<file path="src/logic/spsc_pkg.sv">
// Purpose: shared constants for the self-program section controller
// Assumes: APB register window, 32-bit data, byte addresses
// Notes:   offsets, bit positions and reset values live here only

package spsc_pkg;

	// ---------------------------------------------------------------
	// geometry defaults
	// ---------------------------------------------------------------
	localparam int FLASH_AW        = 15;  // word address width
	localparam int BOOT_MIN_WORDS  = 256; // smallest boot section

	// ---------------------------------------------------------------
	// register byte offsets
	// ---------------------------------------------------------------
	localparam logic [11:0] OFS_CTRL_STATUS = 12'h000;
	localparam logic [11:0] OFS_LOCK        = 12'h004;
	localparam logic [11:0] OFS_INT_STATUS  = 12'h008;
	localparam logic [11:0] OFS_INT_MASK    = 12'h00C;
	localparam logic [11:0] OFS_BOOT_INFO   = 12'h010;

	// ---------------------------------------------------------------
	// store_program_control_status fields
	// ---------------------------------------------------------------
	localparam int CS_ARM_BIT    = 0; // rw: arm next store program
	localparam int CS_CLEAR_BIT  = 1; // w1: release read block
	localparam int CS_BUSY_BIT   = 4; // ro: rww_area_busy_flag
	localparam int CS_ACTIVE_BIT = 5; // ro: page operation running
	localparam int CS_HALT_BIT   = 6; // ro: cpu halted

	// ---------------------------------------------------------------
	// lock register fields (1 = unprogrammed, write can only clear)
	// ---------------------------------------------------------------
	localparam int LOCK_W          = 4;
	localparam int LOCK_APP_WR_BIT = 0;
	localparam int LOCK_APP_RD_BIT = 1;
	localparam int LOCK_BOOT_WR_BIT = 2;
	localparam int LOCK_BOOT_RD_BIT = 3;
	localparam logic [LOCK_W-1:0] LOCK_RESET = 4'hF;

	// ---------------------------------------------------------------
	// interrupt status / mask fields
	// ---------------------------------------------------------------
	localparam int INT_W        = 3;
	localparam int INT_DONE_BIT = 0; // page operation finished
	localparam int INT_IGN_BIT  = 1; // store program ignored
	localparam int INT_LOCK_BIT = 2; // refused by lock bits
	localparam logic [INT_W-1:0] INT_RESET  = 3'h0;
	localparam logic [INT_W-1:0] MASK_RESET = 3'h0;

	// ---------------------------------------------------------------
	// misc reset values
	// ---------------------------------------------------------------
	localparam logic [1:0]  FUSE_RESET  = 2'h3;
	localparam logic [31:0] RDATA_RESET = 32'h0000_0000;

	// sequencer states
	typedef enum logic [0:0] {
		SPSC_IDLE,
		SPSC_PROG
	} spsc_state_e;

endpackage

</file>
<file path="src/logic/spsc_sec_if.sv">
// Purpose: carries one address and its section classification
// Assumes: one decoder drives the outputs, the controller reads them
// Notes:   boot size comes from the synchronised fuse value

`timescale 1ns/10ps

interface spsc_sec_if #(
	parameter int AW = 15
);
	logic [AW-1:0] addr;
	logic [1:0]    boot_size_fuses;
	logic          in_boot;
	logic          in_rww;

	modport dec (
		input  addr,
		input  boot_size_fuses,
		output in_boot,
		output in_rww
	);

	modport user (
		output addr,
		output boot_size_fuses,
		input  in_boot,
		input  in_rww
	);
endinterface

</file>
<file path="src/logic/spsc_section_decode.sv">
// Purpose: classify a flash word address into boot/application and
//          read_while_write_area/no_read_while_write_area
// Assumes: boot section and no-read-while-write area sit at the top
// Notes:   the fixed area equals the largest boot size

`timescale 1ns/10ps

module spsc_section_decode #(
	parameter int AW   = 15,
	parameter int BMIN = 256
) (
	// classified address
	spsc_sec_if.dec s
);

	logic [AW:0] top_addr;
	logic [AW:0] boot_words;
	logic [AW:0] boot_start;
	logic [AW:0] fixed_start;

	// fuse value 3 picks the smallest boot section, 0 the largest
	always_comb begin
		top_addr   = {1'b1, {AW{1'b0}}};
		boot_words = (AW+1)'(BMIN) << (2'h3 - s.boot_size_fuses);
		boot_start = top_addr - boot_words;
		// largest boot size fixes the area, so boot always lies inside
		fixed_start = top_addr - ((AW+1)'(BMIN) << 3);
		s.in_boot  = {1'b0, s.addr} >= boot_start;
		s.in_rww   = {1'b0, s.addr} < fixed_start;
	end

endmodule

</file>
<file path="src/logic/spsc_self_program_ctrl.sv">
// Purpose: gate store program requests by executing section, drive the
//          flash page operation and hold or release cpu fetching
// Assumes: cpu and flash array run on pclk; boot fuses are a pin
// Notes:   apb slave with zero wait states, pslverr on unmapped words

`timescale 1ns/10ps

// What this block does
// - store program from application section is ignored, nothing starts.
// - erase or write starts only when issued from boot section.
// - accepted operation may target any page, boot pages included.
// - halt versus concurrent fetch follows the target address.
// - target in read-while-write area lets cpu keep fetching elsewhere.
// - target in no-read-while-write area halts cpu whole operation.
// - read-while-write area unreadable while its programming is active.
// - busy flag reads one while the area stays blocked.
// - after completion flag and block remain until software clears.
// - boot section always lies inside the fixed no-read-while-write area.
// - boot fuse setting sets application/boot boundary.
// - application lock bits alone protect the application section.
// - boot lock bits alone protect the boot section.
// - page grouping never affects fetching outside programming.
module spsc_self_program_ctrl #(
	parameter int AW   = spsc_pkg::FLASH_AW,
	parameter int BMIN = spsc_pkg::BOOT_MIN_WORDS
) (
	// clock and reset
	input  wire logic          pclk,
	input  wire logic          presetn,
	// apb slave
	input  wire logic [11:0]   paddr,
	input  wire logic          psel,
	input  wire logic          penable,
	input  wire logic          pwrite,
	input  wire logic [31:0]   pwdata,
	input  wire logic [3:0]    pstrb,
	output logic      [31:0]   prdata,
	output logic               pready,
	output logic               pslverr,
	// cpu core
	input  wire logic          prog_req,
	input  wire logic          prog_erase,
	input  wire logic [AW-1:0] prog_pc,
	input  wire logic [AW-1:0] prog_target,
	input  wire logic [AW-1:0] fetch_addr,
	output logic               cpu_halt,
	output logic               rww_read_block,
	// flash array
	output logic               flash_start,
	output logic               flash_erase,
	output logic      [AW-1:0] flash_page,
	input  wire logic          flash_done,
	// fuse pins
	input  wire logic [1:0]    boot_size_fuses,
	// interrupt
	output logic               irq
);

	// ---------------------------------------------------------------
	// state
	// ---------------------------------------------------------------
	typedef struct packed {
		spsc_pkg::spsc_state_e                state;
		logic                                 arm;
		logic                                 rww_busy;
		logic                                 tgt_rww;
		logic [AW-1:0]                        tgt;
		logic                                 erase;
		logic                                 start;
		logic [spsc_pkg::LOCK_W-1:0]          lock;
		logic [spsc_pkg::INT_W-1:0]           int_st;
		logic [spsc_pkg::INT_W-1:0]           int_mask;
		logic [1:0]                           fz1;
		logic [1:0]                           fz2;
		logic [31:0]                          rdata;
	} spsc_regs_s;

	spsc_regs_s r;
	spsc_regs_s next_r;

	// ---------------------------------------------------------------
	// section decoders
	// ---------------------------------------------------------------
	spsc_sec_if #(.AW(AW)) pc_sec ();
	spsc_sec_if #(.AW(AW)) tgt_sec ();
	spsc_sec_if #(.AW(AW)) fetch_sec ();

	// all three see the same synchronised fuse value
	assign pc_sec.addr               = prog_pc;
	assign pc_sec.boot_size_fuses    = r.fz2;
	assign tgt_sec.addr              = prog_target;
	assign tgt_sec.boot_size_fuses   = r.fz2;
	assign fetch_sec.addr            = fetch_addr;
	assign fetch_sec.boot_size_fuses = r.fz2;

	spsc_section_decode #(.AW(AW), .BMIN(BMIN)) u_pc_dec (
		.s (pc_sec)
	);

	spsc_section_decode #(.AW(AW), .BMIN(BMIN)) u_tgt_dec (
		.s (tgt_sec)
	);

	spsc_section_decode #(.AW(AW), .BMIN(BMIN)) u_fetch_dec (
		.s (fetch_sec)
	);

	// ---------------------------------------------------------------
	// apb decode
	// ---------------------------------------------------------------
	logic        acc;
	logic        wr;
	logic        rd_setup;
	logic        addr_ok;
	logic        wr_cs;
	logic        wr_lock;
	logic        wr_ist;
	logic        wr_imask;

	// byte lane 0 carries every field, upper lanes are ignored
	assign acc      = psel & penable;
	assign wr       = acc & pwrite & pstrb[0];
	assign rd_setup = psel & ~penable & ~pwrite;
	assign addr_ok  = (paddr == spsc_pkg::OFS_CTRL_STATUS) |
	                  (paddr == spsc_pkg::OFS_LOCK) |
	                  (paddr == spsc_pkg::OFS_INT_STATUS) |
	                  (paddr == spsc_pkg::OFS_INT_MASK) |
	                  (paddr == spsc_pkg::OFS_BOOT_INFO);
	assign wr_cs    = wr & (paddr == spsc_pkg::OFS_CTRL_STATUS);
	assign wr_lock  = wr & (paddr == spsc_pkg::OFS_LOCK);
	assign wr_ist   = wr & (paddr == spsc_pkg::OFS_INT_STATUS);
	assign wr_imask = wr & (paddr == spsc_pkg::OFS_INT_MASK);

	// ---------------------------------------------------------------
	// request qualification
	// ---------------------------------------------------------------
	logic wr_inhibit;
	logic accept;
	logic ev_done;
	logic ev_ign;
	logic ev_lock;

	// each lock set covers only its own section
	always_comb begin
		if (tgt_sec.in_boot) begin
			wr_inhibit = ~r.lock[spsc_pkg::LOCK_BOOT_WR_BIT];
		end else begin
			wr_inhibit = ~r.lock[spsc_pkg::LOCK_APP_WR_BIT];
		end
	end

	// only boot resident code may start, any target page is allowed
	always_comb begin
		accept  = 1'b0;
		ev_ign  = 1'b0;
		ev_lock = 1'b0;
		if ((r.state == spsc_pkg::SPSC_IDLE) && prog_req) begin
			if (!r.arm || !pc_sec.in_boot) begin
				ev_ign = 1'b1;
			end else if (wr_inhibit) begin
				ev_lock = 1'b1;
			end else begin
				accept = 1'b1;
			end
		end
		ev_done = (r.state == spsc_pkg::SPSC_PROG) & flash_done;
	end

	// ---------------------------------------------------------------
	// next state
	// ---------------------------------------------------------------
	logic [spsc_pkg::INT_W-1:0] ev_vec;
	logic [spsc_pkg::INT_W-1:0] ist_clr;

	always_comb begin
		next_r       = r;
		next_r.start = 1'b0;
		// two flops on the fuse pins before any decoder reads them
		next_r.fz1   = boot_size_fuses;
		next_r.fz2   = r.fz1;

		// clear request is honoured only with the array idle
		if (wr_cs && pwdata[spsc_pkg::CS_CLEAR_BIT] &&
		    (r.state == spsc_pkg::SPSC_IDLE)) begin
			next_r.rww_busy = 1'b0;
		end
		if (wr_cs) begin
			next_r.arm = pwdata[spsc_pkg::CS_ARM_BIT];
		end

		case (r.state)
			spsc_pkg::SPSC_IDLE: begin
				if (accept) begin
					next_r.state   = spsc_pkg::SPSC_PROG;
					next_r.start   = 1'b1;
					next_r.tgt     = prog_target;
					next_r.erase   = prog_erase;
					// mode follows the page written, not the pc
					next_r.tgt_rww = tgt_sec.in_rww;
					if (tgt_sec.in_rww) begin
						// set after the clear above, so the set wins
						next_r.rww_busy = 1'b1;
					end
				end
			end
			spsc_pkg::SPSC_PROG: begin
				if (flash_done) begin
					next_r.state = spsc_pkg::SPSC_IDLE;
					next_r.arm   = 1'b0;
				end
			end
			default: begin
				next_r.state = spsc_pkg::SPSC_IDLE;
			end
		endcase

		// writes may only program lock bits, never release them; only presetn reloads them unprogrammed
		if (wr_lock) begin
			next_r.lock = r.lock & pwdata[spsc_pkg::LOCK_W-1:0];
		end

		// sticky events, write one to clear, a new event wins
		ev_vec = '0;
		ev_vec[spsc_pkg::INT_DONE_BIT] = ev_done;
		ev_vec[spsc_pkg::INT_IGN_BIT]  = ev_ign;
		ev_vec[spsc_pkg::INT_LOCK_BIT] = ev_lock;
		ist_clr = wr_ist ? pwdata[spsc_pkg::INT_W-1:0] : '0;
		next_r.int_st = (r.int_st & ~ist_clr) | ev_vec;
		if (wr_imask) begin
			next_r.int_mask = pwdata[spsc_pkg::INT_W-1:0];
		end

		// read data captured in setup so it is a flop in access
		if (rd_setup) begin
			next_r.rdata = '0;
			case (paddr)
				spsc_pkg::OFS_CTRL_STATUS: begin
					next_r.rdata[spsc_pkg::CS_ARM_BIT]    = r.arm;
					next_r.rdata[spsc_pkg::CS_BUSY_BIT]   = r.rww_busy;
					next_r.rdata[spsc_pkg::CS_ACTIVE_BIT] =
						(r.state == spsc_pkg::SPSC_PROG);
					next_r.rdata[spsc_pkg::CS_HALT_BIT]   = cpu_halt;
				end
				spsc_pkg::OFS_LOCK: begin
					next_r.rdata[spsc_pkg::LOCK_W-1:0] = r.lock;
				end
				spsc_pkg::OFS_INT_STATUS: begin
					next_r.rdata[spsc_pkg::INT_W-1:0] = r.int_st;
				end
				spsc_pkg::OFS_INT_MASK: begin
					next_r.rdata[spsc_pkg::INT_W-1:0] = r.int_mask;
				end
				spsc_pkg::OFS_BOOT_INFO: begin
					next_r.rdata[1:0] = r.fz2;
				end
				default: begin
					next_r.rdata = '0;
				end
			endcase
		end
	end

	// ---------------------------------------------------------------
	// state register
	// ---------------------------------------------------------------
	always_ff @(posedge pclk or negedge presetn) begin
		if (!presetn) begin
			r.state    <= spsc_pkg::SPSC_IDLE;
			r.arm      <= 1'b0;
			r.rww_busy <= 1'b0;
			r.tgt_rww  <= 1'b0;
			r.tgt      <= '0;
			r.erase    <= 1'b0;
			r.start    <= 1'b0;
			r.lock     <= spsc_pkg::LOCK_RESET;
			r.int_st   <= spsc_pkg::INT_RESET;
			r.int_mask <= spsc_pkg::MASK_RESET;
			r.fz1      <= spsc_pkg::FUSE_RESET;
			r.fz2      <= spsc_pkg::FUSE_RESET;
			r.rdata    <= spsc_pkg::RDATA_RESET;
		end else begin
			r <= next_r;
		end
	end

	// ---------------------------------------------------------------
	// outputs
	// ---------------------------------------------------------------
	// halt covers the whole page operation on the fixed area
	assign cpu_halt = (r.state == spsc_pkg::SPSC_PROG) & ~r.tgt_rww;
	// only the busy flag blocks; pages play no part in plain fetching,
	// and fetches from the other area stay open meanwhile
	assign rww_read_block = r.rww_busy & fetch_sec.in_rww;

	assign flash_start = r.start;
	assign flash_erase = r.erase;
	assign flash_page  = r.tgt;

	assign prdata  = r.rdata;
	assign pready  = 1'b1;
	assign pslverr = acc & ~addr_ok;

	assign irq = |(r.int_st & r.int_mask);

endmodule

</file>
<file path="config.mk">
export PLATFORM = sky130hd
export DESIGN_NAME = spsc_self_program_ctrl
export DESIGN_NICKNAME = d
export VERILOG_FILES = /design/src/logic/spsc_pkg.sv /design/src/logic/spsc_sec_if.sv /design/src/logic/spsc_section_decode.sv /design/src/logic/spsc_self_program_ctrl.sv
export SDC_FILE = /design/constraint.sdc
export NUM_CORES = 1
export LEC_CHECK = 0
export BUFFER_PORTS_ARGS = -buffer_cell sky130_fd_sc_hd__clkbuf_2
export CAP_MARGIN = 40
export CORE_AREA = 2 2 81 83
export DETAILED_ROUTE_END_ITERATION = 6
export DIE_AREA = 0 0 83 85
export GPL_TIMING_DRIVEN = 0
export HOLD_SLACK_MARGIN = 0.08
export PLACE_DENSITY = 0.86
export SLEW_MARGIN = 20
export SYNTH_ARGS = -nofsm -noshare
export SYNTH_HDL_FRONTEND = slang
export SYNTH_SLANG_ARGS = --single-unit
</file>
<file path="constraint.sdc">
create_clock -name pclk -period 3.53 [get_ports pclk]
set_input_delay 0.1765 -clock pclk [delete_from_list [all_inputs] [get_ports pclk]]
set_output_delay 0.1765 -clock pclk [all_outputs]
set_load 0.03 [all_outputs]
</file>
==> flow_summary.yaml, run 1 <==
cts:
  clkSinkCount: 42
  cts_root_buf: "clkbuf_8"
  cts_made_buffers: 5
  clk_latency_ns: 0.29
  clk_path_buf_depth: 2
  cts_htree_levels: 2
  cts_tree: "built"
  post_cts_buffers: 0
  clkTransAtPathRegs_ns: 0.08
  hold_buffers: 4
  ctsResizeCount: 0
detailed_routing:
  drt_iter0_markers: 79
  route.detailed.drc: 0
  antenna_left: 0
  drt-total-wl_um: 5280
  wl_per_cell_um: 12.2
  viasPerCell: 4.69
  num_vias: 2023
  firstDrtPassIters: 4
power_and_ir_drop:
  switchingPower_mw: 0.280
  power.leakage_nw: 1.84
  combPwrFrac: 0.163
  power_density_nw_per_um2: 343
  internal_power_mw: 0.871
  power_frac_seq: 0.428
  switching_share: 0.244
  ir_worst_vdd_uv: 228
  clockPowerShare: 0.409
critical_path:
  reg2reg_depth: 10
  cp.required_ns: 3.70
  cpMaxStageDelayCell: "dfstp_2"
  path_cells: "nand2_1, ha_1, and2_1, ha_1, and3_1, a221oi_2, o22ai_2, mux2i_1, buf_4, mux2_1"
  cp-start-kind: "flip-flop"
  cp-startpoint: "fetch_sec.boot_size_fuses[1]"
  worstPathArrival_ns: 3.08
  cp_common_cell: "ha_1"
  cpLargestDelayFamily: "flip-flops"
  end_kind: "flip-flop"
  cp_num_cells: 10
  critPathMaxStageDelay_ns: 0.59
  crit_fanout: 10
  r2r-start: "fetch_sec.boot_size_fuses[1]"
  worstSetupPathType: "flip-flop to flip-flop"
  r2r_slack_ns: 0.62
  worst-path-buf-inv: 1
job:
  maxCapViolCount: 0
sta:
  slew_headroom: 0.523
  finalSetupViolations: 0
  clock_skew_ns: 0.00855
  min_period_over_period: 0.825
  grt_setup_unrepaired: "false"
  post-route-min-period_ns: 2.91
  max_freq_mhz: 343
  setup_tns_ns: 0
  hold_viol: 0
  drv_slew: 0
  worst_pin_slew_ns: 0.714
grt:
  track_usage: 0.152
  grt_pass1_vias: 1960
  grt_pass1_wl_um: 8820
  grt-ovfl-total: 0
  grt_max_degree: 29
  antenna_found_initial: 0
final_layout:
  fillers: 577
  layout.area.seq_um2: 1060
  multi_input_area_um2: 1170
  antennaDiodeCount: 0
  final_cell_mix: "clkbuf_2, buf_4, dfrtp_1, conb_1, mux2_1"
  fin_area_um2: 3350
  nNetsFinal: 471
  drive_gt1_frac: 0.444
  final_common_cell: "clkbuf_2"
  syn_to_final_growth_pct: 31.2
floorplan:
  die_y_um: 85
  start_util: 0.412
  core_area_um2: 6200
  boundaryPins: 157
  die_area_um2: 7060
  die_x_um: 83
  rows: 29
synthesis:
  synth-seq-cells: 42
  yosysWarnings: 0
  synth_top_cell_by_area: "dfrtp_1"
  synth_edf_count: 0
  synth_top_area_share: 0.333
  avgSynthCellArea_um2: 10.9
  synth_cell_type_count: 48
  synth_area_um2: 2550
  yosys-top-cells-area: "dfrtp_1, buf_4, mux2_1, dfstp_2, ha_1"
  ys.flop_type: "dfrtp_1"
  ys_seq_area_frac: 0.415
  synth-async-reset-ratio: 1.00
  synthCells: 235
placement:
  place_area_um2: 3170
  routabilityCongestion: 0.867
  io_buffers: 80
  hpwl_um: 4310
hold_path:
  min-delay-start: "prog_erase"
  holdPathStages: 2
  hold_class: "primary input to flip-flop"
run_status:
  outcome: "completed"
-- power groups by stage --
stage | clock network (mW) | logic [mW] | registers (mW)
2_1_floorplan | 0 | 0.122 | 0.500
3_3_place_gp | 0 | 0.175 | 0.502
3_5_place_dp | 0 | 0.184 | 0.502
4_1_cts | 0.480 | 0.188 | 0.493
5_1_grt | 0.503 | 0.208 | 0.493
6_report | 0.471 | 0.187 | 0.493
-- cell families after synthesis --
group	count (synthesis)	share of synthesized area
buffers and inverters	62	0.165
AOI/OAI and AO/OA	38	0.111
and+or+nand+nor	50	0.122
adders and majority gates	15	0.0735
muxes	26	0.111
other	2	0.00294
DFF	42	0.415
-- metrics by stage --
step / utilization / setup slack [ns] / instances / hold slack [ns] / power (mW)
after floorplan: - / 0.886 / 261 / -0.119 / 0.622
after detailed placement: 0.511 / 0.601 / 419 / 0.117 / 0.686
after global placement: 0.508 / 0.683 / 418 / 0.265 / 0.677
after CTS: 0.540 / 0.583 / 431 / 0.0866 / 1.16
final: 0.540 / 0.619 / 431 / 0.0912 / 1.15
after global routing: 0.540 / 0.424 / 431 / 0.0900 / 1.20
-- synth_stat cells, types with 2 or more instances --
cell,n
or3_1,2
o22ai_1,2
conb_1,2
clkbuf_1,2
nand2b_1,2
nor3_2,3
mux2i_1,7
inv_1,9
dfstp_2,8
o21ai_1,3
a41oi_1,2
a21oi_1,5
a22oi_1,2
ha_1,15
dfrtp_1,34
and3_1,2
a22o_1,2
nor2b_1,3
o21ai_0,3
o21a_1,8
a211oi_1,2
a32o_1,2
nand3_1,2
nor2_1,5
nor4_2,3
buf_4,50
mux2_1,19
nand2_1,15
nand4_1,2
-- path summary, 6_finish.rpt --
| check | endpoint |
|---|---|
| min in group asynchronous | prdata[5] |
| max in group asynchronous | fetch_sec.boot_size_fuses[1] |
| setup reg to reg | flash_page[2] |
| hold / removal | flash_erase |
| setup / recovery | flash_page[2] |
| hold reg to reg | fetch_sec.boot_size_fuses[0] |
-- flip-flops by register name, summed over array words and instances, names as in the netlist --
| signal | cells |
|---|---|
| fetch_sec.boot_size_fuses | 2 |
| flash_erase | 1 |
| flash_page | 15 |
| flash_start | 1 |
| next_r | 2 |
| prdata | 7 |
| r | 14 |
-- layer usage --
layer | wire, um | part of all wire | up-vias | global-route usage
met4 | 33 | 0.0063 | 0 | 0.0358
met1 | 2320 | 0.44 | 931 | 0.188
li1 | - | - | 1001 | -
met5 | 0 | 0 | - | 0
met2 | 2540 | 0.48 | 86 | 0.269
met3 | 384 | 0.073 | 5 | 0.0389
-- layout make-up --
class / count / share of cell area
Tap cell: 77 / 0.0287
Multi-Input combinational cell: 157 / 0.349
Inverter: 10 / 0.0112
Clock inverter: 2 / 0.0179
Timing Repair Buffer: 85 / 0.137
Clock buffer: 6 / 0.0246
Buffer: 52 / 0.114
Sequential cell: 42 / 0.317
-- worst register-to-register path: stages, from the launching register on --
cell and delay (ns):
dfstp_2 0.59, nand2_1 0.12, ha_1 0.19, and2_1 0.21
ha_1 0.34, and3_1 0.17, a221oi_2 0.25, o22ai_2 0.13
mux2i_1 0.22, buf_4 0.23, mux2_1 0.34
Note: power is estimated with default switching activity, not from simulation.
==> run 2: changes to the inputs <==
--- a/config.mk
+++ b/config.mk
@@ -7,12 +7,12 @@
 export LEC_CHECK = 0
 export BUFFER_PORTS_ARGS = -buffer_cell sky130_fd_sc_hd__clkbuf_2
 export CAP_MARGIN = 40
-export CORE_AREA = 2 2 81 83
+export CORE_AREA = 2 2 84 86
 export DETAILED_ROUTE_END_ITERATION = 6
-export DIE_AREA = 0 0 83 85
+export DIE_AREA = 0 0 86 88
 export GPL_TIMING_DRIVEN = 0
 export HOLD_SLACK_MARGIN = 0.08
-export PLACE_DENSITY = 0.86
+export PLACE_DENSITY = 0.84
 export SLEW_MARGIN = 20
 export SYNTH_ARGS = -nofsm -noshare
 export SYNTH_HDL_FRONTEND = slang
==> constraint.sdc (replaced) <==
create_clock -name pclk -period 2.4 [get_ports pclk]
set_input_delay 0.12 -clock pclk [delete_from_list [all_inputs] [get_ports pclk]]
set_output_delay 0.12 -clock pclk [all_outputs]
set_load 0.03 [all_outputs]
==> flow_summary.yaml, run 2 (synthesized netlist as in run 1, its figures left out) <==
cts:
  cts_htree_levels: 2
  clk_latency_ns: 0.29
  clkTransAtPathRegs_ns: 0.08
  clkSinkCount: 42
  clk_path_buf_depth: 2
  cts_tree: "built"
  cts_made_buffers: 5
  cts_root_buf: "clkbuf_8"
grt:
  track_usage: 0.152
  grt_max_degree: 28
  antenna_found_initial: 0
  grt-ovfl-total: 0
  grt_pass1_wl_um: 8990
  grt_pass1_vias: 1980
placement:
  place_area_um2: 3220
  dp_slack_ns: -0.402
  io_buffers: 80
  routabilityCongestion: 0.791
  hpwl_um: 4450
critical_path:
  cp-start-kind: "flip-flop"
  r2r_slack_ns: -0.35
  r2r-start: "fetch_sec.boot_size_fuses[0]"
  crit_fanout: 10
  end_kind: "flip-flop"
  cp.required_ns: 2.58
  worstPathArrival_ns: 2.92
  worstSetupPathType: "flip-flop to flip-flop"
  cp-startpoint: "fetch_sec.boot_size_fuses[0]"
run_status:
  failed_checks: "negative setup slack"
  outcome: "complete, but fails checks"
sta:
  clock_skew_ns: 0.00646
  worst_slack_ns: -0.347
  grt_setup_unrepaired: "true"
  hold_ws_ns: 0.0792
  max_freq_mhz: 364
  finalSetupViolations: 21
  drv_slew: 0
  hold_viol: 0
  worst_pin_slew_ns: 0.709
  min_period_over_period: 1.14
  slew_headroom: 0.526
  post-route-min-period_ns: 2.75
floorplan:
  core_area_um2: 6640
  die_x_um: 86
  rows: 30
  start_util: 0.385
  die_area_um2: 7570
  die_y_um: 88
  boundaryPins: 157
final_layout:
  fillers: 578
  largest_reg_flops: 15
  final_common_cell: "clkbuf_2"
  final_cell_mix: "clkbuf_2, buf_4, dfrtp_1, conb_1, dlygate4sd3_1"
  drive_gt1_frac: 0.495
  fin_area_um2: 3670
  syn_to_final_growth_pct: 43.8
  antennaDiodeCount: 0
  nNetsFinal: 493
job:
  maxCapViolCount: 0
power_and_ir_drop:
  switchingPower_mw: 0.425
  combPwrFrac: 0.212
  power_frac_seq: 0.449
  power_density_nw_per_um2: 440
  power.leakage_nw: 1.95
  switching_share: 0.263
  internal_power_mw: 1.19
  finalPower_mw: 1.62
  ir_worst_vdd_uv: 249
  clockPowerShare: 0.339
detailed_routing:
  num_vias: 2098
  drt-total-wl_um: 5810
  wl_per_cell_um: 12.7
  route.detailed.drc: 0
  drt_iter0_markers: 60
  viasPerCell: 4.60
  firstDrtPassIters: 4
  antenna_left: 0
hold_path:
  min-delay-start: "prog_target[10]"
  hold_class: "primary input to flip-flop"
[run 2: repair_timing]
action / in CTS / in global routing
setup endpoints to repair: 20 / 21
gates resized for setup: 11 / 9
hold endpoints to repair: 31 / 0
pin swaps: 3 / 4
setup buffers: 6 / 5
hold buffers: 16 / 0
[run 2: path summary, 6_finish.rpt]
check,end,cells past startpoint
setup / recovery,flash_page[1],10
hold / removal,flash_page[10],2
setup reg to reg,flash_page[1],10
hold reg to reg,fetch_sec.boot_size_fuses[0],0
max in group asynchronous,r[43],3
min in group asynchronous,flash_page[9],2
[run 2: final cells by class]
type / count / area, um^2 / area share
Buffer: 52 / 390 / 0.106
Sequential cell: 42 / 1060 / 0.289
Timing Repair Buffer: 107 / 656 / 0.178
Clock inverter: 1 / 30.0 / 0.00817
Tap cell: 80 / 100 / 0.0272
Inverter: 10 / 37.5 / 0.0102
Multi-Input combinational cell: 157 / 1320 / 0.360
Clock buffer: 7 / 76.3 / 0.0208
[run 2: power by group through the flow]
stage                     combinational [mW]  clock, mW  sequential [mW]
after floorplan                        0.187          0            0.736
after global placement                 0.267          0            0.738
after detailed placement               0.280          0            0.739
after CTS                              0.326      0.568            0.726
after global routing                   0.374      0.594            0.728
final                                  0.342      0.548            0.726
[run 2: stage by stage]
stage          std cells  TNS [ns]  utilization
3_3_place_gp         421     -5.60        0.482
6_report             456     -5.97        0.553
3_5_place_dp         422     -6.71        0.485
5_1_grt              456     -8.57        0.553
2_1_floorplan        261     -2.04            -
4_1_cts              452     -5.72        0.543
[run 2: routing by layer]
metal  vias up  global-route usage  share of wire
met5         -                   0              0
met1       977               0.173           0.41
met2        67               0.275           0.52
met4         0              0.0534          0.015
met3         6              0.0396          0.058
li1       1048                   -              -
[run 2: worst max-delay path: stages, from the launching register on]
cell and delay [ns]:
dfstp_2 0.61, nand2b_4 0.16, ha_4 0.12, and2_4 0.18, ha_4 0.20, or3_4 0.33, a21oi_4 0.16, a211oi_1 0.07
mux2i_2 0.25, buf_6 0.21, mux2_1 0.33
==> run 3: changes to the inputs <==
--- a/config.mk
+++ b/config.mk
@@ -7,12 +7,13 @@
 export LEC_CHECK = 0
 export BUFFER_PORTS_ARGS = -buffer_cell sky130_fd_sc_hd__clkbuf_2
 export CAP_MARGIN = 40
-export CORE_AREA = 2 2 84 86
+export CORE_AREA = 2 2 81 83
 export DETAILED_ROUTE_END_ITERATION = 6
-export DIE_AREA = 0 0 86 88
+export DIE_AREA = 0 0 83 85
 export GPL_TIMING_DRIVEN = 0
 export HOLD_SLACK_MARGIN = 0.08
-export PLACE_DENSITY = 0.84
+export PLACE_DENSITY = 0.86
+export RECOVER_POWER = 25
 export SLEW_MARGIN = 20
 export SYNTH_ARGS = -nofsm -noshare
 export SYNTH_HDL_FRONTEND = slang
==> constraint.sdc (replaced) <==
create_clock -name pclk -period 3 [get_ports pclk]
set_input_delay 0.15 -clock pclk [delete_from_list [all_inputs] [get_ports pclk]]
set_output_delay 0.15 -clock pclk [all_outputs]
set_load 0.03 [all_outputs]
==> flow_summary.yaml, run 3 (synthesized netlist as in run 1, its figures left out) <==
run_status:
  outcome: "complete, but fails checks"
  failed_checks: "max-capacitance violations, max-slew violations"
sta:
  grt_setup_unrepaired: "false"
  slew_headroom: -0.00700
  worst_slack_ns: 0.141
  drv_slew: 29
  post-route-min-period_ns: 2.86
  hold_viol: 0
  finalSetupViolations: 0
  clock_skew_ns: 0.0114
  worst_pin_slew_ns: 1.51
  max_freq_mhz: 350
  setup_tns_ns: 0
  min_period_over_period: 0.953
critical_path:
  cp.required_ns: 3.18
  crit_fanout: 5
  cp-start-kind: "flip-flop"
  end_kind: "flip-flop"
  worstSetupPathType: "flip-flop to flip-flop"
  cpMaxStageDelayCell: "dfstp_2"
  path_cells: "nand2_2, ha_1, and2_2, ha_4, and4b_1, o21ai_0, o22ai_2, mux2i_4, buf_4, mux2_1"
  critPathMaxStageDelay_ns: 0.58
  cp-startpoint: "fetch_sec.boot_size_fuses[1]"
  r2r-start: "fetch_sec.boot_size_fuses[1]"
  worstPathArrival_ns: 3.04
detailed_routing:
  num_vias: 2092
  route.detailed.drc: 0
  wl_per_cell_um: 12.4
  firstDrtPassIters: 4
  antenna_left: 0
  drt-total-wl_um: 5580
  viasPerCell: 4.67
  drt_iter0_markers: 63
placement:
  routabilityCongestion: 0.867
  placedCellCount: 419
  hpwl_um: 4310
  dp_slack_ns: 0.0711
  io_buffers: 80
power_and_ir_drop:
  power_density_nw_per_um2: 389
  ir_worst_vdd_uv: 268
  clockPowerShare: 0.405
  internal_power_mw: 1.04
  power.leakage_nw: 1.91
  power_frac_seq: 0.422
  switchingPower_mw: 0.337
  switching_share: 0.245
  combPwrFrac: 0.174
final_layout:
  syn_to_final_growth_pct: 38.2
  finalNonFillerCells: 448
  nNetsFinal: 488
  final_common_cell: "clkbuf_2"
  largest_reg_flops: 15
  final_cell_mix: "clkbuf_2, buf_4, dfrtp_1, conb_1, mux2_1"
  drive_gt1_frac: 0.456
  antennaDiodeCount: 0
cts:
  cts_htree_levels: 2
  cts_root_buf: "clkbuf_8"
  clkTransAtPathRegs_ns: 0.08
  cts_made_buffers: 5
  cts_tree: "built"
  clk_path_buf_depth: 2
  clkSinkCount: 42
  clk_latency_ns: 0.30
grt:
  grt_pass1_wl_um: 9060
  grt_pass1_vias: 2009
  antenna_found_initial: 0
  track_usage: 0.156
  grt-ovfl-total: 0
  grt_max_degree: 29
floorplan:
  die_x_um: 83
  boundaryPins: 157
  core_area_um2: 6200
  die_area_um2: 7060
  die_y_um: 85
  rows: 29
  start_util: 0.412
hold_path:
  hold_class: "primary input to flip-flop"
  min-delay-start: "pwdata[3]"
job:
  maxCapViolCount: 1
## run 3: cell count changes in the layout (fill, tap and decap cells not counted), sizes merged
| cell | previous run | this run |
|---|---|---|
| buf | 61 | 58 |
| bufinv | 1 | 2 |
| dlygate4sd3 | 16 | 13 |
## run 3: stage by stage
step,util,instance area [um^2],hold WS (ns),power (mW)
6_report,0.569,3530,0.0844,1.37
2_1_floorplan,-,2650,-0.146,0.732
4_1_cts,0.555,3440,0.0802,1.37
3_3_place_gp,0.508,3150,0.239,0.796
5_1_grt,0.569,3530,0.0842,1.44
3_5_place_dp,0.511,3170,0.0902,0.807
## run 3: final cells by class
class,count,area [um^2]
repair buffers,102,597
plain buffers,52,390
clock buffers,6,82.6
inverters,10,37.5
flip-flops and latches,42,1060
clock inverters,2,60.1
fillers,566,2670
well taps,77,96.3
multi-input cells,157,1210
## run 3: routing by layer
layer,share of wire,track usage,vias to the layer above
li1,-,-,1030
met5,0,0,-
met1,0.44,0.190,967
met2,0.49,0.280,90
met4,0.0059,0.0358,0
met3,0.071,0.0399,5
## run 3: timing repair
item / 4_1_cts / 5_1_grt
setup buffers: 0 / 6
endpoints found under the setup margin: 0 / 16
hold buffers: 13 / 0
resized for setup: 0 / 13
hold endpoints to repair: 27 / 0
## run 3: path summary, 6_finish.rpt
| path | endpoint | slack (ns) | cells after the start |
|---|---|---|---|
| setup / recovery | flash_page[10] | 0.14 | 10 |
| hold / removal | r[45] | 0.08 | 2 |
| setup reg to reg | flash_page[10] | 0.14 | 10 |
| hold reg to reg | fetch_sec.boot_size_fuses[0] | 0.36 | 0 |
| max in group asynchronous | flash_page[3] | 0.71 | 3 |
| min in group asynchronous | prdata[5] | 0.43 | 2 |
## run 3: worst max-delay path: cells and delay by family, from the launching register on
kind	cells	cell delay (ns)
AO/OA/AOI/OAI	2	0.32
adder cells (fa/ha/maj)	2	0.46
buffers and inverters	1	0.19
flip-flops	1	0.58
multiplexers	2	0.68
AND/OR/NAND/NOR	3	0.50
## run 3: power groups by stage
stage               logic (mW)  registers [mW]  clock network (mW)
floorplan                0.143           0.589                   0
global placement         0.206           0.590                   0
detailed placement       0.216           0.591                   0
CTS                      0.230           0.580               0.565
global route             0.263           0.580               0.595
finish                   0.239           0.580               0.556
